`src/rtl/iom_pkg.sv`:
```
// Constants for the memory-mapped I/O register space.
// Assumes an 8-bit data space in which the I/O window sits at data
// address 0x20 and the extended region at 0x60 and above.
package iom_pkg;

  localparam int          NREG         = 48;
  localparam logic [7:0]  IO_DS_OFFSET = 8'h20;  // I/O address to data address
  localparam logic [7:0]  EXT_BASE     = 8'h60;  // First load/store-only address
  localparam logic [7:0]  BYTE_ZERO    = 8'h00;
  localparam logic [7:0]  BYTE_ALL     = 8'hFF;
  localparam logic [7:0]  BYTE_ONE     = 8'h01;
  localparam logic [7:0]  RESET_VAL    = 8'h00;  // Contents after reset
  localparam logic [5:0]  IO_RSV_ADDR  = 6'h00;  // A reserved I/O location

  // Data-space address of each implemented register, in table order
  localparam logic [7:0] REG_ADDR [NREG] = '{
    8'h23, 8'h24, 8'h25, 8'h26, 8'h27, 8'h28, 8'h29, 8'h2A,
    8'h2B, 8'h35, 8'h36, 8'h37, 8'h3B, 8'h3C, 8'h3D, 8'h3F,
    8'h40, 8'h41, 8'h42, 8'h43, 8'h44, 8'h45, 8'h46, 8'h47,
    8'h48, 8'h4A, 8'h4B, 8'h4C, 8'h4D, 8'h4E, 8'h50, 8'h53,
    8'h54, 8'h55, 8'h57, 8'h5D, 8'h5E, 8'h5F, 8'h60, 8'h61,
    8'h64, 8'h66, 8'h68, 8'h69, 8'h6B, 8'h6C, 8'h6D, 8'h6E};

  // Implemented bits; all others are reserved and read zero
  localparam logic [7:0] REG_VALID [NREG] = '{
    8'hFF, 8'hFF, 8'hFF, 8'h7F, 8'h7F, 8'h7F, 8'hFF, 8'hFF,
    8'hFF, 8'h07, 8'h27, 8'h07, 8'h07, 8'h03, 8'h03, 8'h3F,
    8'hFF, 8'hFF, 8'hFF, 8'h83, 8'hF3, 8'hCF, 8'hFF, 8'hFF,
    8'hFF, 8'hFF, 8'hFF, 8'hFF, 8'hC1, 8'hFF, 8'hFF, 8'h0F,
    8'h0F, 8'h73, 8'hDF, 8'hFF, 8'h07, 8'hFF, 8'hFF, 8'h8F,
    8'hEF, 8'hFF, 8'h07, 8'h0F, 8'hFF, 8'h7F, 8'hFF, 8'h07};

  // Status flags set by hardware and cleared by writing one
  localparam logic [7:0] REG_W1C [NREG] = '{
    8'h00, 8'h00, 8'h00, 8'h00, 8'h00, 8'h00, 8'h00, 8'h00,
    8'h00, 8'h07, 8'h27, 8'h07, 8'h07, 8'h03, 8'h00, 8'h00,
    8'h00, 8'h00, 8'h00, 8'h00, 8'h00, 8'h00, 8'h00, 8'h00,
    8'h00, 8'h00, 8'h00, 8'h00, 8'hC0, 8'h00, 8'h10, 8'h00,
    8'h00, 8'h00, 8'h00, 8'h00, 8'h00, 8'h00, 8'h80, 8'h00,
    8'h00, 8'h00, 8'h00, 8'h00, 8'h00, 8'h00, 8'h00, 8'h00};

  // Table indices used by the logic and its checks
  localparam int IDX_PB_PIN    = 0;
  localparam int IDX_PB_DIR    = 1;
  localparam int IDX_PB_OUT    = 2;
  localparam int IDX_PC_PIN    = 3;
  localparam int IDX_PD_PIN    = 6;
  localparam int IDX_T0_FLAGS  = 9;
  localparam int IDX_CLK_PRESC = 39;

endpackage

```
`src/rtl/iom_register_map.sv`:
```
// Top of the memory-mapped I/O register space: decode, storage, reads.
// Assumes the core drives one access per cycle, synchronous to mclk_i,
// and takes read data and bit-test results one cycle later.
//
// How it works
// - Bit set/clear at I/O 0x00-0x1F.
// - Bit test for skip instructions there.
// - Writing one clears status flags.
// - Bit ops touch only the addressed bit.
// - I/O instructions use 64-location window.
// - Load/store sees I/O address plus 0x20.
// - Extended 0x60-0xFF only by load/store.
`timescale 1ns/1ps
`default_nettype none
module iom_register_map
  import iom_pkg::*;
(
  // Clock and reset
  input  wire logic                 mclk_i,
  input  wire logic                 resetn_i,
  // I/O instruction path
  input  wire logic                 io_rd_i,
  input  wire logic                 io_wr_i,
  input  wire logic [5:0]           io_addr_i,
  input  wire logic [7:0]           io_wdata_i,
  // Load/store path
  input  wire logic                 ds_rd_i,
  input  wire logic                 ds_wr_i,
  input  wire logic [7:0]           ds_addr_i,
  input  wire logic [7:0]           ds_wdata_i,
  // Bit instruction path
  input  wire logic                 bit_set_i,
  input  wire logic                 bit_clr_i,
  input  wire logic                 bit_test_i,
  input  wire logic [4:0]           bit_addr_i,
  input  wire logic [2:0]           bit_sel_i,
  // Peripheral side
  input  wire logic [7:0]           pin_b_i,
  input  wire logic [7:0]           pin_c_i,
  input  wire logic [7:0]           pin_d_i,
  input  wire logic [NREG-1:0][7:0] flag_event_i,
  // Answers to the core
  output logic      [7:0]           rdata_o,
  output logic                      rd_valid_o,
  output logic                      bit_value_o,
  output logic                      test_valid_o,
  output logic                      access_miss_o,
  // Register contents to the peripherals
  output logic      [NREG-1:0][7:0] reg_value_o
);

  logic             rst_meta;
  logic             rst_n;
  logic [7:0]       acc_addr;
  logic             acc_rd;
  logic             acc_wr;
  logic             acc_test;
  logic [7:0]       acc_wmask;
  logic [7:0]       acc_wval;
  logic [2:0]       acc_bit;
  logic [NREG-1:0]  hit;
  logic [7:0]       reg_rdata [NREG];
  logic [7:0]       rd_chain  [NREG+1];
  logic [7:0]       rd_word;
  logic             acc_any;
  logic             any_hit;

  // Reset released through two flops; asserted at once
  always_ff @(posedge mclk_i or negedge resetn_i) begin
    if (!resetn_i) begin
      rst_meta <= 1'b0;
      rst_n    <= 1'b0;
    end else begin
      rst_meta <= 1'b1;
      rst_n    <= rst_meta;
    end
  end

  // Three instruction paths folded into one data-space access
  iom_access_decode u_decode (
    .io_rd_i     (io_rd_i),
    .io_wr_i     (io_wr_i),
    .io_addr_i   (io_addr_i),
    .io_wdata_i  (io_wdata_i),
    .ds_rd_i     (ds_rd_i),
    .ds_wr_i     (ds_wr_i),
    .ds_addr_i   (ds_addr_i),
    .ds_wdata_i  (ds_wdata_i),
    .bit_set_i   (bit_set_i),
    .bit_clr_i   (bit_clr_i),
    .bit_test_i  (bit_test_i),
    .bit_addr_i  (bit_addr_i),
    .bit_sel_i   (bit_sel_i),
    .acc_addr_o  (acc_addr),
    .acc_rd_o    (acc_rd),
    .acc_wr_o    (acc_wr),
    .acc_test_o  (acc_test),
    .acc_wmask_o (acc_wmask),
    .acc_wval_o  (acc_wval),
    .acc_bit_o   (acc_bit)
  );

  assign rd_chain[0] = BYTE_ZERO;

  // One register per table entry; reserved addresses match none
  generate
    for (genvar i = 0; i < NREG; i++) begin : g_reg
      localparam logic [7:0] PMASK =
        (i == IDX_PB_PIN || i == IDX_PD_PIN) ? BYTE_ALL :
        (i == IDX_PC_PIN) ? REG_VALID[IDX_PC_PIN] : BYTE_ZERO;
      logic [7:0] pin_word;

      assign hit[i]   = (acc_addr == REG_ADDR[i]);
      assign pin_word = (i == IDX_PB_PIN) ? pin_b_i :
                        (i == IDX_PC_PIN) ? pin_c_i :
                        (i == IDX_PD_PIN) ? pin_d_i : BYTE_ZERO;

      iom_byte_reg #(
        .VALID_MASK (REG_VALID[i]),
        .W1C_MASK   (REG_W1C[i]),
        .PIN_MASK   (PMASK)
      ) u_reg (
        .clk_i   (mclk_i),
        .rst_n_i (rst_n),
        .sel_i   (hit[i] & acc_wr),
        .wmask_i (acc_wmask),
        .wval_i  (acc_wval),
        .event_i (flag_event_i[i]),
        .pin_i   (pin_word),
        .store_o (reg_value_o[i]),
        .rdata_o (reg_rdata[i])
      );

      // Read mux as an OR chain; at most one entry hits
      assign rd_chain[i+1] = rd_chain[i] | (hit[i] ? reg_rdata[i] : BYTE_ZERO);
    end
  endgenerate

  // Unmapped reads fall out of the chain as zero
  assign rd_word = rd_chain[NREG];
  assign acc_any = acc_rd | acc_wr | acc_test;
  assign any_hit = |hit;

  // Answers are registered so the core sees them one cycle later
  always_ff @(posedge mclk_i or negedge rst_n) begin
    if (!rst_n) begin
      rdata_o       <= BYTE_ZERO;
      rd_valid_o    <= 1'b0;
      bit_value_o   <= 1'b0;
      test_valid_o  <= 1'b0;
      access_miss_o <= 1'b0;
    end else begin
      rd_valid_o    <= acc_rd;
      test_valid_o  <= acc_test;
      access_miss_o <= acc_any & ~any_hit;
      if (acc_rd) begin
        rdata_o <= rd_word;
      end
      if (acc_test) begin
        bit_value_o <= rd_word[acc_bit];
      end
    end
  end

  // Checks
  localparam logic [5:0] IO_PB_OUT = 6'(REG_ADDR[IDX_PB_OUT] - IO_DS_OFFSET);
  localparam logic [4:0] BIT_PB_DIR = 5'(REG_ADDR[IDX_PB_DIR] - IO_DS_OFFSET);
  localparam logic [4:0] BIT_PB_PIN = 5'(REG_ADDR[IDX_PB_PIN] - IO_DS_OFFSET);
  localparam logic [5:0] IO_T0_FLG = 6'(REG_ADDR[IDX_T0_FLAGS] - IO_DS_OFFSET);

  logic       io_any;
  logic       ds_any;
  logic       bit_only;
  logic       port_b_pin_input_expect;
  logic [7:0] keep_mask;

  // Helper terms for the checks only
  assign io_any      = io_rd_i | io_wr_i;
  assign ds_any      = ds_rd_i | ds_wr_i;
  assign bit_only    = ~io_any & ~ds_any;
  assign port_b_pin_input_expect = pin_b_i[bit_sel_i];
  assign keep_mask   = ~(BYTE_ONE << bit_sel_i);
endmodule
`default_nettype wire

```
`src/rtl/iom_byte_reg.sv`:
```
// One 8-bit register of the I/O space with plain, flag and pin bits.
// Assumes one decoded access per cycle, already reduced to a bit mask
// and a value by the access decoder.
`timescale 1ns/1ps
`default_nettype none
module iom_byte_reg
  import iom_pkg::*;
#(
  parameter logic [7:0] VALID_MASK = BYTE_ALL,
  parameter logic [7:0] W1C_MASK   = BYTE_ZERO,
  parameter logic [7:0] PIN_MASK   = BYTE_ZERO
) (
  // Clock and reset
  input  wire logic       clk_i,
  input  wire logic       rst_n_i,
  // Decoded write
  input  wire logic       sel_i,
  input  wire logic [7:0] wmask_i,
  input  wire logic [7:0] wval_i,
  // Hardware side
  input  wire logic [7:0] event_i,
  input  wire logic [7:0] pin_i,
  // Contents
  output logic      [7:0] store_o,
  output logic      [7:0] rdata_o
);

  localparam logic [7:0] RW_MASK = VALID_MASK & ~W1C_MASK & ~PIN_MASK;

  logic [7:0] wr_bits;
  logic [7:0] clr_bits;
  logic [7:0] next_store;

  // Only bits named by the mask move, so a single-bit op spares flags
  assign wr_bits    = sel_i ? (wmask_i & RW_MASK) : BYTE_ZERO;
  assign clr_bits   = sel_i ? (wmask_i & wval_i & W1C_MASK) : BYTE_ZERO;
  // Hardware set outranks a clear in the same cycle, so no event is lost
  assign next_store = (((store_o & ~wr_bits) | (wval_i & wr_bits))
                       & ~clr_bits) | (event_i & W1C_MASK);
  // Pins read live; reserved bits always read zero
  assign rdata_o    = ((store_o & ~PIN_MASK) | (pin_i & PIN_MASK))
                      & VALID_MASK;

  // Storage
  always_ff @(posedge clk_i or negedge rst_n_i) begin
    if (!rst_n_i) begin
      store_o <= RESET_VAL;
    end else begin
      store_o <= next_store;
    end
  end

endmodule
`default_nettype wire

```
`src/rtl/iom_access_decode.sv`:
```
// Turns the three instruction access paths into one data-space access.
// Assumes the core presents at most one path at a time; if not, the
// I/O path wins, then load/store, then the bit path.
`timescale 1ns/1ps
`default_nettype none
module iom_access_decode
  import iom_pkg::*;
(
  // I/O instruction path
  input  wire logic       io_rd_i,
  input  wire logic       io_wr_i,
  input  wire logic [5:0] io_addr_i,
  input  wire logic [7:0] io_wdata_i,
  // Load/store path
  input  wire logic       ds_rd_i,
  input  wire logic       ds_wr_i,
  input  wire logic [7:0] ds_addr_i,
  input  wire logic [7:0] ds_wdata_i,
  // Bit instruction path
  input  wire logic       bit_set_i,
  input  wire logic       bit_clr_i,
  input  wire logic       bit_test_i,
  input  wire logic [4:0] bit_addr_i,
  input  wire logic [2:0] bit_sel_i,
  // Unified access
  output logic      [7:0] acc_addr_o,
  output logic            acc_rd_o,
  output logic            acc_wr_o,
  output logic            acc_test_o,
  output logic      [7:0] acc_wmask_o,
  output logic      [7:0] acc_wval_o,
  output logic      [2:0] acc_bit_o
);

  logic       io_req;
  logic       ds_req;
  logic       bit_req;
  logic       bit_mod;
  logic [7:0] io_daddr;
  logic [7:0] bit_daddr;
  logic [7:0] bit_onehot;

  // Path arbitration
  assign io_req  = io_rd_i | io_wr_i;
  assign ds_req  = ~io_req & (ds_rd_i | ds_wr_i);
  assign bit_req = ~io_req & ~ds_req & (bit_set_i | bit_clr_i | bit_test_i);
  assign bit_mod = bit_set_i | bit_clr_i;

  // Six-bit window lifted into data space; never reaches 0x60
  assign io_daddr   = {2'b00, io_addr_i} + IO_DS_OFFSET;
  // Five-bit field limits bit ops to the low 32 I/O locations
  assign bit_daddr  = {3'b000, bit_addr_i} + IO_DS_OFFSET;
  assign bit_onehot = BYTE_ONE << bit_sel_i;

  // Unified request
  assign acc_addr_o  = io_req ? io_daddr : (ds_req ? ds_addr_i : bit_daddr);
  assign acc_wr_o    = (io_req & io_wr_i) | (ds_req & ds_wr_i)
                       | (bit_req & bit_mod);
  assign acc_rd_o    = (io_req & ~io_wr_i) | (ds_req & ~ds_wr_i);
  assign acc_test_o  = bit_req & ~bit_mod;
  assign acc_wmask_o = bit_req ? bit_onehot : BYTE_ALL;
  // Set wins over clear when both arrive
  assign acc_wval_o  = io_req ? io_wdata_i :
                       (ds_req ? ds_wdata_i :
                        (bit_set_i ? BYTE_ALL : BYTE_ZERO));
  assign acc_bit_o   = bit_sel_i;

endmodule
`default_nettype wire

```
`config.mk`:
```
export PLATFORM = sky130hd
export DESIGN_NAME = iom_register_map
export DESIGN_NICKNAME = d
export VERILOG_FILES = /design/src/rtl/iom_pkg.sv /design/src/rtl/iom_register_map.sv /design/src/rtl/iom_byte_reg.sv /design/src/rtl/iom_access_decode.sv
export SDC_FILE = /design/constraint.sdc
export NUM_CORES = 1
export LEC_CHECK = 0
export ABC_AREA = 0
export BUFFER_PORTS_ARGS = -buffer_cell sky130_fd_sc_hd__buf_2
export CAP_MARGIN = 40
export CORE_AREA = 2 2 331 333
export CTS_BUF_LIST = sky130_fd_sc_hd__clkbuf_8
export DETAILED_ROUTE_END_ITERATION = 10
export DIE_AREA = 0 0 333 335
export PLACE_DENSITY = 0.33
export SLEW_MARGIN = 25
export SYNTH_ARGS = -nofsm -noshare
export SYNTH_HDL_FRONTEND = slang
export SYNTH_SLANG_ARGS = --single-unit
```
`constraint.sdc`:
```
create_clock -name mclk_i -period 16.5 [get_ports mclk_i]
set_input_delay 1.65 -clock mclk_i [delete_from_list [all_inputs] [get_ports mclk_i]]
set_output_delay 1.65 -clock mclk_i [all_outputs]
set_load 0.1 [all_outputs]
```
==> summary.txt <==
STA
  – Slew headroom: 0.277
  – Endpoints failing setup: 0
  – Maximum clock frequency: 161 MHz
  – Fin crit share: 0.376
  – Final worst slack: 10300 ps
  – Clock skew: 64.6 ps
  – Slew Viols, Final: 0
  – Final hold vios: 0
  – Final TNS setup: 0 ps
  – Worst-Margin Slew: 1080 ps
  – RSZ-0062 raised after global routing: no
  – Final min period: 6200 ps

Layout
  – Share of cells above drive strength 1: 0.310
  – Nets: 2460
  – Final cell utilization of the core: 0.184
  – Syn-to-layout area delta: 32.8%

Power
  – VDD IR max: 0.0000944 V
  – PD cells: 170 mW/mm2
  – Leakage: 0.00892 uW

Clock tree
  – Worst skew pair latency: 750 ps
  – Hold_buf cts: 0
  – Clk root buf: clkbuf_8
  – CTS Buffer Depth: 3
  – Clock Sinks: 289
  – CTS tree: yes
  – Post-CTS Setup Inserts: 0
  – Num CTS Buffers: 58
  – # resized after CTS: 0
  – Clock slew seen by the registers of the worst setup and hold paths: 60 ps
  – H-tree depth: 2

Global route
  – Antenna violations before repair: 22
  – Largest net degree at the start of global routing: 51
  – Vias in the first global route: 14800
  – Remaining Overflow, GRT: 0
  – GR Util All Layers: 0.191
  – Global-route wire length before repair: 144 mm

Placed design
  – IO buf count: 375
  – DP HPWL: 87.4 mm
  – Worst slack, placed: 9730 ps
  – GP Congestion: 0.876

Setup path
  – Worst reg-to-reg path cell count: 7
  – R2R Path End: bit_value_o
  – Worst Setup End Kind: register
  – Kind of critical path: input port to register
  – Critical path origin: io_wr_i
  – Internal reg-to-reg setup slack: 12490 ps
  – Worst Path Arrival: 6790 ps
  – Critical path fanouts, max: 23
  – Req. time, crit path: 17090 ps
  – Startpoint Class: input port

Routing
  – # DRC: 0
  – Detail Route Antenna Nets: 0
  – Final wirelength: 110 mm
  – WL per Instance: 31.7 um
  – Drt pass-1 iters: 8
  – Starting DRT DRC Count: 1323
  – Vias/cell: 4.42
  – Total vias in the final route: 15300

Synthesis
  – Count of different cell masters after synthesis: 77
  – Post-synth EDFFs: 0
  – Fraction of the yosys area taken by sequential cells: 0.484
  – Post-Syn Area: 0.0150 mm2
  – Post-synth ARST share: 1.00
  – Synth Instances: 1591
  – Syn_area_per_cell: 9.40 um2
  – Register bit total from synthesis: 289
  – Dominant synthesized flop cell: dfrtp_1
  – Yosys warns: 0

Floorplan
  – Die Ht: 335 um
  – Core ar.: 0.108 mm2
  – I/O pin cnt: 851
  – Core Rows: 121
  – Die ar.: 0.112 mm2
  – Die X: 333 um
  – Starting density of the core: 0.138

Outcome
  – Run status: completed

Flow run
  – Max Cap Viol: 0

Min path
  – Worst Hold Class: register to asynchronous set/reset pin
layout make-up:
| type | instances | area, um2 |
|---|---|---|
| antenna | 7 | 17.5 |
| clock buffer | 74 | 1020 |
| clock inverter | 33 | 238 |
| fill | 12100 | 88200 |
| inverter | 7 | 26.3 |
| multi-input combinational | 1186 | 6880 |
| sequential | 289 | 7240 |
| tap | 1414 | 1770 |
| timing repair buffer | 463 | 2680 |
cells in the mapped netlist (12+ instances only):
| master | number | area [um2] |
|---|---|---|
| nor2_1 | 58 | 218 |
| nor4_1 | 17 | 106 |
| a22o_1 | 16 | 140 |
| a21o_1 | 23 | 173 |
| buf_4 | 110 | 826 |
| mux2_2 | 41 | 462 |
| a21oi_1 | 36 | 180 |
| a22oi_1 | 71 | 533 |
| nand3_1 | 24 | 120 |
| o21ai_0 | 244 | 1220 |
| nand2_1 | 254 | 953 |
| nand4_1 | 12 | 75.1 |
| o2bb2ai_1 | 12 | 105 |
| dfrtp_1 | 289 | 7230 |
| nor3_1 | 29 | 145 |
| o31ai_1 | 55 | 413 |
| o22ai_1 | 18 | 113 |
| clkbuf_1 | 82 | 308 |
worst max-delay path: stages:
cell	delay [ps]
buf_2	300
or2_1	670
o21a_1	320
a211oi_4	90
buf_4	290
a222oi_1	940
o21ai_0	330
a2111oi_0	520
buf_4	240
nand4b_1	430
mux2i_1	340
o22ai_1	100
or4_1	530
how the worst max path moves through the flow:
stage / end / slack (ps) / cells after the start
final: bit_value_o / 10300 / 13
after global routing: bit_value_o / 10320 / 13
after CTS: bit_value_o / 10530 / 13
after detailed placement: bit_value_o / 9730 / 13
after global placement: bit_value_o / 9380 / 11
after floorplan: asynchronous set/reset pin / 7850 / 0
stage by stage:
stage	cells	power, uW	area [um2]	hold WS [ps]
final	3473	3380	19900	252
after global routing	3468	3500	19800	298
after CTS	3458	3410	19800	274
after detailed placement	3351	2580	18500	279
after global placement	3332	2560	18200	271
after floorplan	1699	2150	15400	331
layer usage:
| metal | wire length, um | global-route usage | up-vias |
|---|---|---|---|
| met1 | 50700 | 0.268 | 7824 |
| met4 | 1980 | 0.0378 | 12 |
| met5 | 82 | 0 | - |
| met3 | 11800 | 0.0715 | 117 |
| met2 | 45700 | 0.277 | 881 |
| li1 | - | - | 6502 |
cell usage in the layout (no fill, tap or decap), drive strengths merged, types with 23 or more instances in the layout:
cell type	count
nor2	60
o21ai	252
o31ai	55
dfrtp	289
nand3	24
buf	460
a22oi	74
mux2	41
conb	110
a21oi	37
clkbuf	77
nor3	32
nand2	254
a21o	23
inv	31
kinds of logic (layout without fill, tap and decap cells):
logic type,after synthesis,after routing,share of synthesized area
buffers and inverters,224,577,0.0899
AOI/OAI and AO/OA,569,569,0.249
muxes,46,46,0.0342
and+or+nand+nor,461,461,0.143
DFF,289,289,0.484
other,2,117,0.000502
power by group:
part / switching, uW / internal (uW)
sequential: 156 / 832
combinational: 1380 / 191
clock: 380 / 439
total: 1920 / 1460
Note: power is estimated with default switching activity, not from simulation.
